<file path="config.mk">
export PLATFORM = sky130hd
export DESIGN_NAME = pps_seq
export DESIGN_NICKNAME = d
export VERILOG_FILES = /design/src/include/pps_pkg.sv /design/src/design/pps_frame_hist.sv /design/src/design/pps_seq.sv
export SDC_FILE = /design/constraint.sdc
export NUM_CORES = 1
export LEC_CHECK = 0
export BUFFER_PORTS_ARGS = -buffer_cell sky130_fd_sc_hd__buf_2
export CAP_MARGIN = 5
export CORE_MARGIN = 3
export CORE_UTILIZATION = 25
export CTS_CLUSTER_SIZE = 40
export DETAILED_ROUTE_END_ITERATION = 6
export PLACE_DENSITY_LB_ADDON = 0.2
export RECOVER_POWER = 25
export SLEW_MARGIN = 15
export SYNTH_ARGS = -nofsm -noshare
export SYNTH_HDL_FRONTEND = slang
export SYNTH_SLANG_ARGS = --single-unit
</file>
<file path="constraint.sdc">
create_clock -name sys_clk -period 6.2 [get_ports sys_clk]
set_input_delay 0.93 -clock sys_clk [delete_from_list [all_inputs] [get_ports sys_clk]]
set_output_delay 0.93 -clock sys_clk [all_outputs]
set_load 0.1 [all_outputs]
</file>
<file path="src/include/pps_pkg.sv">
// Functional notes
// - five delays, 1 to 1023 ms, 1 ms steps
// - power-on needs settings and stable detectors
// - power-off on instability or software command
// - power-off runs through, on refused until delay_five
// - watch hsync, vsync, pixel clock; self power-down
// - up needs syncs, clock, pll lock, activate
// - three equal per-frame hsync counts permit power-up
// - vsync gone 2 frames, hsync 32us blocks
// - enabled panel drops on count mismatch or loss
// - pll, sync, clock detectors defeatable separately
// - defeated detectors count as satisfied
// - settings retained through every power-down
package pps_pkg;
    localparam int CLK_PERIOD_PS = 5000;
    localparam int MS_TIME_NS = 1000000;
    localparam int MS_CYC = MS_TIME_NS * 1000 / CLK_PERIOD_PS;
    localparam int HS_MISS_NS = 32000;
    localparam int HS_MISS_CYC = HS_MISS_NS * 1000 / CLK_PERIOD_PS;
    localparam int CLK_MISS_NS = 1000;
    localparam int CLK_MISS_CYC = CLK_MISS_NS * 1000 / CLK_PERIOD_PS;
    localparam int DLY_W = 10;
    localparam int LINE_W = 12;
    localparam int TICK_W = 18;
    localparam int HS_W = 13;
    localparam int CK_W = 8;
    localparam int HIST_DEPTH = 3;
    localparam int VS_MISS_FRAMES = 2;
    localparam logic [DLY_W-1:0] DLY_RST = 10'h001;

    typedef enum logic [6:0] {
        PPS_OFF = 7'h01,
        PPS_PWR = 7'h02,
        PPS_DATA = 7'h04,
        PPS_ON = 7'h08,
        PPS_BLOFF = 7'h10,
        PPS_DOFF = 7'h20,
        PPS_HOLD = 7'h40
    } pps_state_e;
endpackage

</file>
<file path="src/design/pps_frame_hist.sv">
`timescale 1ns/1ps
module pps_frame_hist import pps_pkg::*; (
    // clock and reset
    input wire logic sys_clk,
    input wire logic rst_n,
    // frame end counts
    input wire logic clear,
    input wire logic push,
    input wire logic [LINE_W-1:0] cnt,
    // result
    output logic match,
    output logic filled
);
    logic [LINE_W-1:0] mem_reg [HIST_DEPTH];
    logic [1:0] fill_reg;
    logic match_reg;
    wire full = (fill_reg == 2'(HIST_DEPTH));
    wire same = (mem_reg[0] == mem_reg[1]) && (mem_reg[1] == mem_reg[2]);

    // shift register of the last three frame end counts
    genvar i;
    generate
        for (i = 0; i < HIST_DEPTH; i++) begin : g_ent
            always_ff @(posedge sys_clk) begin
                if (!rst_n) begin
                    mem_reg[i] <= '0;
                end else if (push) begin
                    mem_reg[i] <= (i == 0) ? cnt : mem_reg[(i == 0) ? 0 : i-1];
                end
            end
        end
    endgenerate

    always_ff @(posedge sys_clk) begin
        if (!rst_n || clear) begin
            fill_reg <= 2'h0;
            match_reg <= 1'b0;
        end else begin
            if (push && !full)
                fill_reg <= fill_reg + 2'h1;
            match_reg <= full && same;
        end
    end

    assign match = match_reg;
    assign filled = full;

    property p_match_needs_full;
        @(posedge sys_clk) disable iff (!rst_n)
        match_reg |-> $past(full) && $past(mem_reg[0]) == $past(mem_reg[2]);
    endproperty
    a_match_needs_full: assert property (p_match_needs_full)
        else $error("count match without three equal frames");
endmodule // pps_frame_hist

</file>
<file path="src/design/pps_seq.sv">
`timescale 1ns/1ps
module pps_seq import pps_pkg::*; #(
    parameter int MS_CYCLES = MS_CYC,
    parameter int HS_CYCLES = HS_MISS_CYC
) (
    // clock and reset
    input wire logic sys_clk,
    input wire logic rst_n,
    // software settings
    input wire logic cfg_write,
    input wire logic [DLY_W-1:0] delay_one,
    input wire logic [DLY_W-1:0] delay_two,
    input wire logic [DLY_W-1:0] delay_three,
    input wire logic [DLY_W-1:0] delay_four,
    input wire logic [DLY_W-1:0] delay_five,
    input wire logic defeat_pll,
    input wire logic defeat_sync,
    input wire logic defeat_clk,
    input wire logic settings_valid,
    // software commands, one-cycle pulses
    input wire logic activate_output_command,
    input wire logic power_off_command,
    // monitored pins
    input wire logic hsync_in,
    input wire logic vsync_in,
    input wire logic input_pixel_clock,
    input wire logic pll_lock_in,
    // panel enables
    output logic panel_power_enable,
    output logic panel_data_enable,
    output logic backlight_enable,
    // status
    output logic seq_busy,
    output logic timing_stable
);
    logic [DLY_W-1:0] dly_reg [5];
    logic act_reg;
    logic hs_s1, hs_s2, hs_s3, vs_s1, vs_s2, vs_s3;
    logic pc_s1, pc_s2, pc_s3, pl_s1, pl_s2;
    logic [HS_W-1:0] hs_cnt_reg;
    logic [CK_W-1:0] ck_cnt_reg;
    logic [LINE_W-1:0] line_reg, last_reg;
    logic [TICK_W-1:0] tick_reg;
    logic [DLY_W-1:0] ms_reg;
    pps_state_e st_reg, st_next;
    logic pwr_reg, data_reg, bkl_reg;
    logic hist_match;

    // settings kept until rewritten; power-down never clears them
    always_ff @(posedge sys_clk) begin
        if (!rst_n) begin
            for (int k = 0; k < 5; k++)
                dly_reg[k] <= DLY_RST;
        end else if (cfg_write) begin
            dly_reg[0] <= delay_one;
            dly_reg[1] <= delay_two;
            dly_reg[2] <= delay_three;
            dly_reg[3] <= delay_four;
            dly_reg[4] <= delay_five;
        end
    end

    // output activation latch; an off command wins over activate
    always_ff @(posedge sys_clk) begin
        if (!rst_n || power_off_command)
            act_reg <= 1'b0;
        else if (activate_output_command)
            act_reg <= 1'b1;
    end

    // pin synchronisers
    always_ff @(posedge sys_clk) begin
        if (!rst_n) begin
            {hs_s1, hs_s2, hs_s3} <= 3'h0;
            {vs_s1, vs_s2, vs_s3} <= 3'h0;
            {pc_s1, pc_s2, pc_s3} <= 3'h0;
            {pl_s1, pl_s2} <= 2'h0;
        end else begin
            {hs_s1, hs_s2, hs_s3} <= {hsync_in, hs_s1, hs_s2};
            {vs_s1, vs_s2, vs_s3} <= {vsync_in, vs_s1, vs_s2};
            {pc_s1, pc_s2, pc_s3} <= {input_pixel_clock, pc_s1, pc_s2};
            {pl_s1, pl_s2} <= {pll_lock_in, pl_s1};
        end
    end

    wire hs_rise = hs_s2 && !hs_s3;
    wire vs_rise = vs_s2 && !vs_s3;
    wire pc_edge = pc_s2 ^ pc_s3;
    wire hs_miss = (hs_cnt_reg == HS_W'(HS_CYCLES));
    wire ck_miss = (ck_cnt_reg == CK_W'(CLK_MISS_CYC));
    wire [LINE_W:0] vs_lim = (LINE_W+1)'(VS_MISS_FRAMES) * {1'b0, last_reg};
    wire vs_miss = ({1'b0, line_reg} > vs_lim);

    // absence timers run on the reference clock
    always_ff @(posedge sys_clk) begin
        if (!rst_n) begin
            hs_cnt_reg <= '0;
            ck_cnt_reg <= '0;
        end else begin
            if (hs_rise)
                hs_cnt_reg <= '0;
            else if (!hs_miss)
                hs_cnt_reg <= hs_cnt_reg + HS_W'(1);
            if (pc_edge)
                ck_cnt_reg <= '0;
            else if (!ck_miss)
                ck_cnt_reg <= ck_cnt_reg + CK_W'(1);
        end
    end

    // hsync pulses per frame
    always_ff @(posedge sys_clk) begin
        if (!rst_n) begin
            line_reg <= '0;
            last_reg <= '0;
        end else if (vs_rise) begin
            line_reg <= '0;
            last_reg <= line_reg;
        end else if (hs_rise && line_reg != '1) begin
            line_reg <= line_reg + LINE_W'(1);
        end
    end

    pps_frame_hist u_hist (
        .sys_clk(sys_clk),
        .rst_n(rst_n),
        .clear(hs_miss),
        .push(vs_rise),
        .cnt(line_reg),
        .match(hist_match),
        .filled()
    );

    wire sync_raw = hist_match && !hs_miss && !vs_miss;
    wire sync_ok = defeat_sync || sync_raw;
    wire pll_ok = defeat_pll || pl_s2;
    wire clk_ok = defeat_clk || !ck_miss;
    wire go_ok = settings_valid && act_reg && sync_ok && pll_ok &&
                 clk_ok;

    // millisecond timebase restarted on every state change
    wire ent = (st_next != st_reg);
    wire ms_tick = (tick_reg == TICK_W'(MS_CYCLES - 1));
    wire [DLY_W-1:0] dly_raw = st_reg[1] ? dly_reg[0] :
                               st_reg[2] ? dly_reg[1] :
                               st_reg[4] ? dly_reg[2] :
                               st_reg[5] ? dly_reg[3] : dly_reg[4];
    wire [DLY_W-1:0] dly_sel = (dly_raw == '0) ? DLY_W'(1) : dly_raw;
    wire done = (ms_reg >= dly_sel);

    always_ff @(posedge sys_clk) begin
        if (!rst_n || ent) begin
            tick_reg <= '0;
            ms_reg <= '0;
        end else if (ms_tick) begin
            tick_reg <= '0;
            if (ms_reg != '1)
                ms_reg <= ms_reg + DLY_W'(1);
        end else begin
            tick_reg <= tick_reg + TICK_W'(1);
        end
    end

    always_comb begin
        st_next = st_reg;
        case (st_reg)
            PPS_OFF:
                if (go_ok)
                    st_next = PPS_PWR;
            PPS_PWR:
                if (!go_ok)
                    st_next = PPS_BLOFF;
                else if (done)
                    st_next = PPS_DATA;
            PPS_DATA:
                if (!go_ok)
                    st_next = PPS_BLOFF;
                else if (done)
                    st_next = PPS_ON;
            PPS_ON:
                if (!go_ok)
                    st_next = PPS_BLOFF;
            PPS_BLOFF:
                if (done)
                    st_next = PPS_DOFF;
            PPS_DOFF:
                if (done)
                    st_next = PPS_HOLD;
            PPS_HOLD:
                if (done)
                    st_next = PPS_OFF;
            default:
                st_next = PPS_OFF;
        endcase
    end

    wire pwr_next = !(st_next == PPS_OFF || st_next == PPS_HOLD);
    wire data_next = (st_next == PPS_DATA) || (st_next == PPS_ON) ||
                     (st_next == PPS_BLOFF && data_reg);
    wire bkl_next = (st_next == PPS_ON);

    always_ff @(posedge sys_clk) begin
        if (!rst_n) begin
            st_reg <= PPS_OFF;
            pwr_reg <= 1'b0;
            data_reg <= 1'b0;
            bkl_reg <= 1'b0;
        end else begin
            st_reg <= st_next;
            pwr_reg <= pwr_next;
            data_reg <= data_next;
            bkl_reg <= bkl_next;
        end
    end

    assign panel_power_enable = pwr_reg;
    assign panel_data_enable = data_reg;
    assign backlight_enable = bkl_reg;
    assign seq_busy = (st_reg != PPS_OFF) && (st_reg != PPS_ON);
    assign timing_stable = sync_ok && pll_ok && clk_ok;

    property p_bkl_order;
        @(posedge sys_clk) disable iff (!rst_n)
        backlight_enable |-> panel_data_enable && panel_power_enable;
    endproperty
    a_bkl_order: assert property (p_bkl_order)
        else $error("backlight on without data and power");

    property p_data_needs_pwr;
        @(posedge sys_clk) disable iff (!rst_n)
        $rose(panel_data_enable) |-> $past(panel_power_enable, 2) &&
            st_reg == PPS_DATA;
    endproperty
    a_data_needs_pwr: assert property (p_data_needs_pwr)
        else $error("data started before panel power settled");

    property p_on_cause;
        @(posedge sys_clk) disable iff (!rst_n)
        $rose(panel_power_enable) |-> $past(go_ok) && $past(st_reg == PPS_OFF);
    endproperty
    a_on_cause: assert property (p_on_cause)
        else $error("power-up without all conditions met");

    property p_drop_on_loss;
        @(posedge sys_clk) disable iff (!rst_n)
        st_reg == PPS_ON && !go_ok |=>
            st_reg == PPS_BLOFF && !backlight_enable;
    endproperty
    a_drop_on_loss: assert property (p_drop_on_loss)
        else $error("lost condition did not start power-off");

    property p_clk_loss;
        @(posedge sys_clk) disable iff (!rst_n)
        st_reg == PPS_ON && ck_miss && !defeat_clk |=> !backlight_enable;
    endproperty
    a_clk_loss: assert property (p_clk_loss)
        else $error("missing pixel clock did not drop backlight");

    property p_off_runs_through;
        @(posedge sys_clk) disable iff (!rst_n)
        st_reg == PPS_HOLD && !done |=>
            st_reg == PPS_HOLD && !panel_power_enable;
    endproperty
    a_off_runs_through: assert property (p_off_runs_through)
        else $error("power-on allowed before delay_five elapsed");

    property p_hs_block;
        @(posedge sys_clk) disable iff (!rst_n)
        hs_miss && !defeat_sync |-> !timing_stable ##1 !hist_match;
    endproperty
    a_hs_block: assert property (p_hs_block)
        else $error("hsync absence did not block power-up");

    property p_defeat_all;
        @(posedge sys_clk) disable iff (!rst_n)
        st_reg == PPS_OFF && settings_valid && act_reg && defeat_pll &&
        defeat_sync && defeat_clk |=> st_reg == PPS_PWR && panel_power_enable;
    endproperty
    a_defeat_all: assert property (p_defeat_all)
        else $error("defeated detectors still held off power-up");

    property p_tick_period;
        @(posedge sys_clk) disable iff (!rst_n)
        ms_tick && !ent |=> tick_reg == '0 && ms_reg != '0;
    endproperty
    a_tick_period: assert property (p_tick_period)
        else $error("millisecond tick did not restart");

    property p_cfg_kept;
        @(posedge sys_clk) disable iff (!rst_n)
        cfg_write |=> dly_reg[4] == $past(delay_five) &&
            dly_reg[0] == $past(delay_one);
    endproperty
    a_cfg_kept: assert property (p_cfg_kept)
        else $error("delay settings not captured");
endmodule // pps_seq

</file>
## After elaboration in Yosys (flattened, before gate mapping)

Memories as Yosys holds them, arrays and structs flattened.
Index checks and enable logic that the tools add are counted.

- Bits in registers: 98
- Memory bits (writable): 86
- Input bits: 63
- Output and inout port bits: 5
- Word-level logic and storage cells: 136
- Memories kept: 2

Memories:

| memory | depth | width | read ports | clocked after memory_dff | write ports | RTL line | RTL |
|---|---|---|---|---|---|---|---|
| dly_reg | 5 | 10 | 5 | 0 | 5 | pps_seq.sv:36 | `logic [DLY_W-1:0] dly_reg [5];` |
| u_hist.mem_reg | 3 | 12 | 3 | 0 | 3 | pps_frame_hist.sv:14 | `logic [LINE_W-1:0] mem_reg [HIST_DEPTH];` |

- Add/subtract/negate cells: 6
- Order comparisons: 2
- Equality and inequality tests: 23
- Multiplexer cells: 30
- Bitwise operators: 10
- Reduce and logical (&&, ||, !) cells: 39

Operators by type and width:

| operator | count |
|---|---|
| 10-bit two-way mux | 10 |
| 7-bit two-way mux | 9 |
| 7-bit case mux with 7 select lines | 1 |
| 12-bit two-way mux | 3 |
| 12-bit equality test | 2 |
| 18-bit by 1-bit adder with 18-bit output (second input constant) | 1 |
| 18-bit equality test (second input constant) | 1 |
| 1-bit logical AND | 16 |
| 7-bit by 1-bit equality test with 1-bit output (second input constant) | 2 |
| 7-bit by 3-bit equality test with 1-bit output (second input constant) | 2 |
| 7-bit by 4-bit equality test with 1-bit output (second input constant) | 2 |
| 7-bit by 5-bit equality test with 1-bit output (second input constant) | 2 |
| 7-bit equality test (second input constant) | 2 |
| 13-bit by 1-bit adder with 13-bit output (second input constant) | 1 |
| 13-bit equality test (second input constant) | 1 |
| 12-bit by 13-bit > comparator with 1-bit output | 1 |
| 12-bit by 1-bit adder with 12-bit output (second input constant) | 1 |
| 12-bit inequality test (second input constant) | 1 |
| 10-bit by 1-bit adder with 10-bit output (second input constant) | 1 |
| 10-bit >= comparator | 1 |
| 10-bit zero test | 1 |
| 10-bit inequality test (second input constant) | 1 |
| 1-bit logical OR | 9 |
| 8-bit by 1-bit adder with 8-bit output (second input constant) | 1 |
| 15 further kinds | 38 |

## Longest topological paths before layout

Gate-level depths: netlist of run 1.
An unclocked memory read counts as a cell.

- Depth in word-level cells: 14
- Depth in mapped cells: 19
- Depth with buffers taken out: 15

## By module

From an unflattened synthesis of run 1, not the netlist that was laid out.

- Cell total of the unflattened synthesis: 881
- Area, all modules: 8909.8 um^2

Modules (own cells, without submodules):

| module | times used | cells each | area an instance (um^2) | seq. area each (um^2) |
|---|---|---|---|---|
| pps_seq | 1 | 758 | 7259.5 | 3403.3 |
| pps_frame_hist | 1 | 123 | 1650.3 | 1141.1 |

## Worst setup path before layout of run 1

No wires, ideal clock.

- Path kind: reg-to-reg
- Start point: reg st_reg[5]
- End point: reg ms_reg[2]
- Setup time: 0.073 ns
- Arrival: 4.379 ns
- Data required time: 6.127 ns
- Setup slack: 1.748 ns
- Stages on the path, launching flop included: 20
- Buffers on the path: 4
- Clock period less this slack: 4.452 ns
- Cells stage by stage: dfxtp_1 clkbuf_1 buf_1 mux2i_1 o21ai_0 mux2i_1 nor2_1 a2111oi_0 nand4_1 o221ai_1 ha_1 nor3b_2 nor2_1 o41ai_4 nand2_1 o31a_1 or4_4 buf_6 buf_6 nor3_2

- Word-level cells in the longest chain between the ends: 12
- Elaborated cells between the ends (all ways): 26
- Classes of those cells: order compare: 1; eq/ne: 8; mux: 15; reduce/logical: 2

RTL lines:

| element | RTL line | RTL |
|---|---|---|
| from (decl) | pps_seq.sv:45 | `pps_state_e st_reg, st_next;` |
| from (signal assigned) | pps_seq.sv:209 | `st_reg <= st_next;` |
| 10-bit two-way mux | pps_seq.sv:147 | `st_reg[5] ? dly_reg[3] : dly_reg[4];` |
| 10-bit two-way mux | pps_seq.sv:146 | `st_reg[4] ? dly_reg[2] :` |
| 10-bit two-way mux | pps_seq.sv:145 | `st_reg[2] ? dly_reg[1] :` |
| 10-bit two-way mux | pps_seq.sv:144 | `wire [DLY_W-1:0] dly_raw = st_reg[1] ? dly_reg[0] :` |
| 10-bit zero test | pps_seq.sv:148 | `wire [DLY_W-1:0] dly_sel = (dly_raw == '0) ? DLY_W'(1) : dly_raw;` |
| 10-bit two-way mux | pps_seq.sv:148 |  |
| 10-bit >= comparator | pps_seq.sv:149 | `wire done = (ms_reg >= dly_sel);` |
| 7-bit two-way mux, on equally long branches | pps_seq.sv:178, pps_seq.sv:173 |  |
| 7-bit two-way mux, on equally long branches | pps_seq.sv:176, pps_seq.sv:171 |  |
| 7-bit case mux with 7 select lines | pps_seq.sv:166 | `case (st_reg)` |
| 7-bit inequality test (*) | pps_seq.sv:142 | `wire ent = (st_next != st_reg);` |
| 1-bit logical OR (*) | pps_seq.sv:152 | `if (!rst_n \|\| ent) begin` |
| to (signal assigned) | pps_seq.sv:158 | `ms_reg <= ms_reg + DLY_W'(1);` |
| to (decl) | pps_seq.sv:44 | `logic [DLY_W-1:0] ms_reg;` |

Every way passes the cells marked *; elsewhere a longest branch is shown, timed or not.
A chain may end at the register's enable or synchronous reset.

## Final worst setup path of run 1

- Start point: reg st_reg[5]
- End point: reg tick_reg[3]

- Word-level cells in the longest chain between the ends: 13
- Elaborated cells between the ends (all ways): 27
- Classes of those cells: order compare: 1; eq/ne: 8; mux: 15; reduce/logical: 3

RTL lines:

| element | RTL line | RTL |
|---|---|---|
| 10-bit two-way mux | pps_seq.sv:147 |  |
| 10-bit two-way mux | pps_seq.sv:146 |  |
| 10-bit two-way mux | pps_seq.sv:145 |  |
| 10-bit two-way mux | pps_seq.sv:144 |  |
| 10-bit zero test | pps_seq.sv:148 |  |
| 10-bit two-way mux | pps_seq.sv:148 |  |
| 10-bit >= comparator | pps_seq.sv:149 |  |
| 7-bit two-way mux, on equally long branches | pps_seq.sv:178, pps_seq.sv:173 |  |
| 7-bit two-way mux, on equally long branches | pps_seq.sv:176, pps_seq.sv:171 |  |
| 7-bit case mux with 7 select lines | pps_seq.sv:166 |  |
| 7-bit inequality test (*) | pps_seq.sv:142 |  |
| 1-bit logical OR (*) | pps_seq.sv:152 |  |
| 2-bit OR reduction (no source line) (*) | - |  |
| to (signal assigned) | pps_seq.sv:160 | `tick_reg <= tick_reg + TICK_W'(1);` |
| to (decl) | pps_seq.sv:43 | `logic [TICK_W-1:0] tick_reg;` |

Marks and branches as above.

==> flow_metrics.tcl, run 1 <==
set metrics [dict create \
    n_antenna_cell 0 \
    design_area_um2 10100 \
    drc_errors 0 \
    area.growth.synth_to_final_pct 14.99 \
    grt_pass1_vias 6091 \
    p_sw_share_pct 23.74 \
    dieArea_um2 37400 \
    rows 68 \
    finalCriticalPeriod_ns 5.120 \
    hold_viol 0 \
    postSynthCellCount 841 \
    start_util_pct 25.42 \
    first_pass_iters 4 \
    crit_type "flop to flop" \
    core-area_um2 34540 \
    die_y_um 193.4 \
    place_congestion 0.7732 \
    hold_buffers 0 \
    worstReg2RegEnd "tick_reg[3]" \
    htree_levels 4 \
    clk_path_buf_depth 2 \
    die_w_um 193.4 \
    syn_area_per_cell_um2 10.44 \
    largest_register_ffs 50 \
    pwr-share-clk_pct 41.3 \
    path_clk_slew_ns 0.07 \
    cts_root_buffer "clkbuf_16" \
    reg2reg_slack_ns 1.08 \
    ys.flop_type "dfxtp_1" \
    setup-tns-final_ns 0 \
    cts.sinks 184 \
    post_cts.resized_instances 0 \
    vias 6064 \
    slew_viol_final 64 \
    p_leak_nw 3.908 \
    drive_gt1_share_pct 15.01 \
    synth_cell_types 65 \
    avgRoutedWirePerCell_um 13.74 \
    postCtsSetupBuffers 0 \
    violations "capacitance limit, slew limit" \
    io_pins 68 \
    worstSkewPairLatency_ns 0.43 \
    dp_hpwl_mm 13.00 \
    tritoncts "done" \
    seq_area_frac_synth_pct 51.76 \
    yosys_warnings 0 \
    min-delay-path-class "flop to flop" \
    grt_pass1_wl_mm 31.36 \
    stdcell_count 1361 \
    switchingPower_mw 0.6020 \
    p_seq_share_pct 53.2 \
    ys_ff_latch 184 \
    antenna_found_initial 0 \
    whs_endpoint "pc_s2" \
    dpl-instance-area_um2 9548 \
    final_cell_mix "98 x dfxtp_1, 86 x edfxtp_1, 79 x nor2_1" \
    cp_data_arrival_time_ns 5.44 \
    placed_cells 1329 \
    worstMarginPinSlew_ns 2.037 \
    p_comb_share_pct 5.6 \
    crit_path_start_kind "flop" \
    synthArstFlopShare_pct 0 \
    setup_viol 0 \
    synth_top_area_cell "edfxtp_1" \
    skew_ns 0.006987 \
    detail_route.wirelength_mm 18.70 \
    syn_nets 933 \
    synth-edff-count 86 \
    overflow 0 \
    max_cap_viol_count 1 \
    ir_drop_mv 0.1379 \
    whs_path_depth 1 \
    drt_iter0_drc 324 \
    critical_path_required_ns 6.52 \
    rsz0062_at_grt "no" \
    worstHoldStart "pc_s1" \
    crit_fanout 28 \
    r2r.worst_path.cells 15 \
    syn_area_um2 8780 \
    cp-end-kind "flop" \
    final_antenna_net_count 0 \
    intPower_mw 1.933 \
    r2r_start "st_reg[5]" \
    io_buffer_count 67 \
    p_per_area_nw_per_um2 251.1 \
    timing.fmax_mhz 195.3 \
    relSlewSlack_pct -35.80 \
    cts_made_buffers 17 \
    finalCritPeriodShare_pct 82.57 \
    yosys-top-cells-area "edfxtp_1 29%, dfxtp_1 22%, and3_1 4.2%" \
    status "finished, violations left" \
    viasPerCell 4.456 \
    grt_max_degree 64 \
    track_usage_pct 10.20 \
    nets 985 \
    mostFrequentLayoutCell "dfxtp_1" \
    synth_top_area_share_pct 29.41 \
]
-- final cells by class --
type	instances	area (µm²)
Multi-Input combinational cell	589	3953
Sequential cell	184	4544
Inverter	29	108.9
Clock inverter	14	127.6
Clock buffer	18	429.2
Fill cell	3700	24450
Tap cell	455	569.3
Timing Repair Buffer	72	364.1
-- per-stage QoR --
stage / power, mW / hold slack [ns] / utilization [%] / setup WS, ns
after global routing: 2.646 / 0.4684 / 29.23 / 0.7023
final: 2.535 / 0.4327 / 29.23 / 1.080
after CTS: 2.582 / 0.4372 / 29.25 / 1.043
after global placement: 1.523 / 0.4186 / 27.64 / 1.252
after floorplan: 1.465 / 0.4119 / - / 1.748
after detailed placement: 1.521 / 0.4209 / 27.64 / 1.063
-- metal layers --
metal	wire [µm]	vias to the layer above	track usage (%)
met4	350	0	3.670
li1	-	3120	-
met2	8349	82	15.61
met3	522	19	2.090
met5	0	-	0
met1	9474	2843	14.29
-- how the worst max path moves through the flow --
stage / start / endpoint / slack, ns / cells after the start
floorplan: st_reg[5] / ms_reg[2] / 1.75 / 19
CTS: st_reg[5] / tick_reg[3] / 1.04 / 15
finish: st_reg[5] / tick_reg[3] / 1.08 / 15
global route: st_reg[5] / tick_reg[3] / 0.70 / 15
global placement: st_reg[5] / tick_reg[3] / 1.25 / 15
detailed placement: st_reg[5] / tick_reg[3] / 1.06 / 15
-- Yosys cell counts, types with 20 or more instances --
| library cell | count |
|---|---|
| a21oi_1 | 30 |
| and2_1 | 47 |
| and3_1 | 59 |
| clkbuf_1 | 28 |
| dfxtp_1 | 98 |
| edfxtp_1 | 86 |
| ha_1 | 29 |
| inv_1 | 29 |
| mux2i_1 | 24 |
| nand2_1 | 43 |
| nand3_1 | 32 |
| nand4_1 | 20 |
| nor2_1 | 79 |
| nor3_1 | 23 |
| nor3_2 | 20 |
| xnor2_1 | 26 |
| xor2_1 | 34 |
-- kinds of logic after synthesis --
| kind of cell | after synthesis | synth area share, % |
|---|---|---|
| AND/OR/NAND/NOR | 378 | 24.50 |
| flip-flops | 184 | 51.76 |
| buffers and inverters | 68 | 3.335 |
| XOR/XNOR | 60 | 5.986 |
| multiplexers | 24 | 2.736 |
| AO/OA/AOI/OAI | 98 | 7.553 |
| adder cells (fa/ha/maj) | 29 | 4.133 |
-- critical path, stage by stage (launching register included) --
cell       delay (ns)
dfxtp_1          0.91
mux2i_1          0.26
o21ai_0          0.10
mux2i_1          0.17
nor2_1           0.08
a2111oi_0        0.47
nand4_1          0.16
o221ai_1         0.20
ha_1             0.27
nor3b_2          0.17
nor2_1           0.09
o41ai_4          0.46
nand2_1          0.20
o31a_1           0.35
or4_4            0.72
nor4_1           0.38
-- power by group through the flow --
stage               logic [mW]  clock network, mW  registers [mW]
floorplan               0.0991                  0            1.37
global placement         0.144                  0            1.38
detailed placement       0.146                  0            1.38
CTS                      0.146               1.09            1.35
global route             0.162               1.13            1.35
finish                   0.142               1.05            1.35
Power figures use the tool's default switching activity.
==> inputs of run 2 (changes only) <==
Clock period 6.2 ns to 5.2 ns, I/O delays scaled along.
==> flow_metrics.tcl, run 2 (synthesis results as in run 1) <==
set metrics [dict create \
    status "finished, violations left" \
    violations "capacitance limit, slew limit" \
    cp-end-kind "flop" \
    place_congestion 0.7889 \
    vias 6054 \
    timing.fmax_mhz 219.9 \
    overflow 0 \
    worstHoldStart "pc_s1" \
    worstMarginPinSlew_ns 2.129 \
    grt_max_degree 63 \
    stdcell_count 1365 \
    path_clk_slew_ns 0.07 \
    holdWs_ns 0.4368 \
    critical_path_required_ns 5.54 \
    detail_route.wirelength_mm 18.45 \
    largest_register_ffs 50 \
    crit_type "flop to flop" \
    cts_root_buffer "clkbuf_16" \
    track_usage_pct 10.07 \
    antenna_found_initial 0 \
    hold_viol 0 \
    drt_iter0_drc 284 \
    cts_made_buffers 17 \
    r2r.worst_path.cells 15 \
    final_antenna_net_count 0 \
    core-area_um2 34540 \
    worstReg2RegEnd "tick_reg[0]" \
    placed_cells 1333 \
    final_cell_mix "97 x dfxtp_1, 86 x edfxtp_1, 79 x nor2_1" \
    setup_viol 0 \
    worstSkewPairLatency_ns 0.44 \
    whs_path_depth 1 \
    p_per_area_nw_per_um2 310.3 \
    mostFrequentLayoutCell "dfxtp_1" \
    clk_path_buf_depth 2 \
    relSlewSlack_pct -41.90 \
    setup-tns-final_ns 0 \
    viasPerCell 4.435 \
    start_util_pct 25.42 \
    crit_chain "buf_4 -> o21ai_0 -> mux2i_1 -> nor2_1 -> a2111oi_0 -> nand4_1 -> o221ai_1 -> ha_1 -> nor3b_2 -> nor2_1 -> o41ai_4 -> nand2_1 -> o31a_1 -> or4_4 -> nor4_1" \
    io_buffer_count 67 \
    cts.sinks 184 \
    crit_path_start_kind "flop" \
    avgRoutedWirePerCell_um 13.52 \
    rows 68 \
    rsz0062_at_grt "no" \
    crit_path_top_delay_cell "or4_4" \
    p_leak_nw 3.984 \
    dieArea_um2 37400 \
    drive_gt1_share_pct 15.82 \
    dp_hpwl_mm 12.99 \
    min-delay-path-class "flop to flop" \
    drc_errors 0 \
    postCtsSetupBuffers 0 \
    crit_fanout 28 \
    r2r_start "st_reg[4]" \
    reg2reg_slack_ns 0.65 \
    htree_levels 4 \
    whs_endpoint "pc_s2" \
    path_common_cell "nor2_1" \
    slew_viol_final 63 \
    max_cap_viol_count 1 \
    fillers 3685 \
    skew_ns 0.008747 \
    grt_pass1_vias 5956 \
    cp_data_arrival_time_ns 4.89 \
    finalCritPeriodShare_pct 87.43 \
    grt_pass1_wl_mm 30.90 \
    first_pass_iters 5 \
    finalCriticalPeriod_ns 4.547 \
    ir_drop_mv 0.1652 \
    max_stage_delay_ns 0.71 \
    area.growth.synth_to_final_pct 16.10 \
    io_pins 68 \
    fin_util_pct 29.51 \
    n_antenna_cell 0 \
    die_w_um 193.4 \
    die_y_um 193.4 \
    nets 989 \
    tritoncts "done" \
]
run 2: metrics by stage:
step | setup slack, ns | instance area (µm²) | power, mW
2_1_floorplan | 0.7480 | 8780 | 1.746
3_3_place_gp | 0.5214 | 9578 | 1.815
3_5_place_dp | 0.4281 | 9578 | 1.813
4_1_cts | 0.3812 | 10200 | 3.218
5_1_grt | 0.1240 | 10190 | 3.297
6_report | 0.6534 | 10190 | 3.163
run 2: layer usage:
metal / GRT usage, % / up-vias / routed length [µm]
met3: 2.194 / 21 / 556
li1: - / 3123 / -
met4: 3.777 / 0 / 316
met5: 0 / - / 0
met2: 15.40 / 87 / 8189
met1: 13.97 / 2823 / 9388
run 2: final cells by class:
type | count | area, µm² | area share [%]
Sequential cell | 184 | 4546 | 44.59
Clock buffer | 17 | 425.4 | 4.173
Multi-Input combinational cell | 589 | 3953 | 38.78
Inverter | 29 | 108.9 | 1.068
Tap cell | 455 | 569.3 | 5.585
Timing Repair Buffer | 76 | 394.1 | 3.866
Clock inverter | 15 | 197.7 | 1.939
run 2: power by group:
| part | internal [mW] | total, mW | switching [mW] |
|---|---|---|---|
| Clock | 0.808 | 1.39 | 0.580 |
| Combinational | 0.0671 | 0.168 | 0.101 |
| Sequential | 1.58 | 1.61 | 0.0320 |
run 2: worst max-delay path: cells and delay by family (launching register included):
kind,cells,cell delay (ns)
fa+ha+maj,1,0.27
compound gates,5,1.46
flops,1,0.57
buf+inv,1,0.28
simple gates,7,1.72
mux,1,0.14
run 2: worst max path at each step:
| stage | from | slack (ns) | end |
|---|---|---|---|
| 5_1_grt | st_reg[5] | 0.12 | tick_reg[0] |
| 3_3_place_gp | st_reg[5] | 0.52 | tick_reg[3] |
| 3_5_place_dp | st_reg[5] | 0.43 | tick_reg[3] |
| 2_1_floorplan | st_reg[5] | 0.75 | ms_reg[2] |
| 6_report | st_reg[4] | 0.65 | tick_reg[0] |
| 4_1_cts | st_reg[5] | 0.38 | tick_reg[3] |
run 2: timing repair:
| item | 4_1_cts | 5_1_grt |
|---|---|---|
| setup endpoints to repair | 0 | 6 |
| hold buffers | 0 | 0 |
| gates resized for setup | 0 | 1 |
| hold endpoints to repair | 0 | 0 |
==> inputs of run 3 (changes only) <==
Settings changed: PLACE_DENSITY set to 0.51, PLACE_DENSITY_LB_ADDON 0.2 to not set.
==> flow_metrics.tcl, run 3 (synthesis results as in run 1) <==
set metrics [dict create \
    setup-tns-final_ns 0 \
    largest_register_ffs 50 \
    cts.sinks 184 \
    placed_cells 1333 \
    n_antenna_cell 0 \
    worstSkewPairLatency_ns 0.44 \
    timing.fmax_mhz 219.8 \
    postCtsSetupBuffers 0 \
    die_w_um 193.4 \
    first_pass_iters 5 \
    path_common_cell "nor2_1" \
    track_usage_pct 9.925 \
    final_antenna_net_count 0 \
    max_stage_delay_ns 0.71 \
    p_leak_nw 3.962 \
    antenna_found_initial 0 \
    dieArea_um2 37400 \
    detail_route.wirelength_mm 18.12 \
    setup_viol 0 \
    dp_hpwl_mm 12.75 \
    finalCriticalPeriod_ns 4.550 \
    hold_viol 0 \
    io_pins 68 \
    final_cell_mix "97 x dfxtp_1, 86 x edfxtp_1, 78 x nor2_1" \
    design_area_um2 10160 \
    min-delay-path-class "flop to flop" \
    io_buffer_count 67 \
    path_delay_family "simple AND/OR/NAND/NOR gates" \
    relSlewSlack_pct -35.98 \
    rsz0062_at_grt "no" \
    core-area_um2 34540 \
    p_seq_share_pct 52.4 \
    grt_busiest_layer "met2" \
    mostFrequentLayoutCell "dfxtp_1" \
    crit_chain "mux2i_1 -> nor2_1 -> a2111oi_0 -> nand4_1 -> o221ai_1 -> ha_1 -> nor3b_2 -> nor2_1 -> o41ai_4 -> nand2_1 -> o31a_1 -> or4_4 -> nor4_1" \
    slew_viol_final 63 \
    grt_use_met2_pct 15.29 \
    htree_levels 4 \
    p_sw_share_pct 23.70 \
    cts_root_buffer "clkbuf_16" \
    drive_gt1_share_pct 15.82 \
    critical_path_required_ns 5.55 \
    violations "capacitance limit, slew limit" \
    overflow 0 \
    viasPerCell 4.519 \
    p_per_area_nw_per_um2 302.3 \
    area.growth.synth_to_final_pct 15.68 \
    crit_path_top_delay_cell "or4_4" \
    dpl-instance-area_um2 9580 \
    switchingPower_mw 0.7277 \
    crit_path_start_kind "flop" \
    status "finished, violations left" \
    path_clk_slew_ns 0.07 \
    tritoncts "done" \
    vias 6168 \
    avgRoutedWirePerCell_um 13.27 \
    crit_type "flop to flop" \
    finalCritPeriodShare_pct 87.50 \
    skew_ns 0.01050 \
    grt_util_met1_pct 13.91 \
    cts_made_buffers 17 \
    place_congestion 0.8135 \
    nets 989 \
    max_cap_viol_count 1 \
    pwr-share-clk_pct 42.2 \
    cp-end-kind "flop" \
    drc_errors 0 \
    fillers 3711 \
    drt_iter0_drc 377 \
    die_y_um 193.4 \
    ir_drop_mv 0.2239 \
    cp_data_arrival_time_ns 4.90 \
    start_util_pct 25.42 \
    intPower_mw 2.343 \
    worstMarginPinSlew_ns 2.040 \
    clk_path_buf_depth 2 \
    critPathBufInv 0 \
    stdcell_count 1365 \
    fin_total_pwr_mw 3.070 \
    p_comb_share_pct 5.5 \
    crit_fanout 28 \
    use_met3_pct 2.194 \
    grt_pass1_wl_mm 31.04 \
    grt_max_degree 63 \
    grt_pass1_vias 6140 \
    rows 68 \
]
run 3: area by class of cell:
cell class	instances	area [µm²]	area share, %
sequential	184	4546	44.76
multi-input combinational	589	3955	38.94
tap	455	569.3	5.606
clock buffer	18	450.4	4.435
timing repair buffer	76	394.1	3.881
clock inverter	14	132.6	1.306
inverter	29	108.9	1.072
run 3: final timing paths:
kind / startpoint / end / slack (ns) / cells past startpoint
worst max-delay path: st_reg[2] / tick_reg[5] / 0.65 / 13
worst min-delay path: hs_s1 / hs_s2 / 0.44 / 1
worst max register to register: st_reg[2] / tick_reg[5] / 0.65 / 13
worst min register to register: hs_s1 / hs_s2 / 0.44 / 1
run 3: per-stage QoR:
stage	util, %	worst slack, ns	hold slack [ns]
2_1_floorplan	-	0.7480	0.4119
3_3_place_gp	27.73	0.5677	0.4161
3_5_place_dp	27.73	0.4338	0.4184
4_1_cts	29.42	0.4362	0.4362
5_1_grt	29.40	0.1337	0.4425
6_report	29.40	0.6499	0.4359
run 3: repair_timing:
item | in CTS | in global routing
resized for setup | 0 | 1
endpoints found under the setup margin | 0 | 5
hold buffers | 0 | 0
run 3: power groups by stage:
stage	logic [mW]	registers [mW]	clock network, mW
after floorplan	0.118	1.63	0
after global placement	0.170	1.64	0
after detailed placement	0.173	1.64	0
after CTS	0.173	1.61	1.33
after global routing	0.193	1.61	1.39
final	0.168	1.61	1.29
run 3: per-layer routing:
| metal | vias to the layer above | wire [µm] |
|---|---|---|
| met1 | 2915 | 9259 |
| met3 | 15 | 570 |
| li1 | 3137 | - |
| met2 | 101 | 8096 |
| met5 | - | 0 |
| met4 | 0 | 189 |
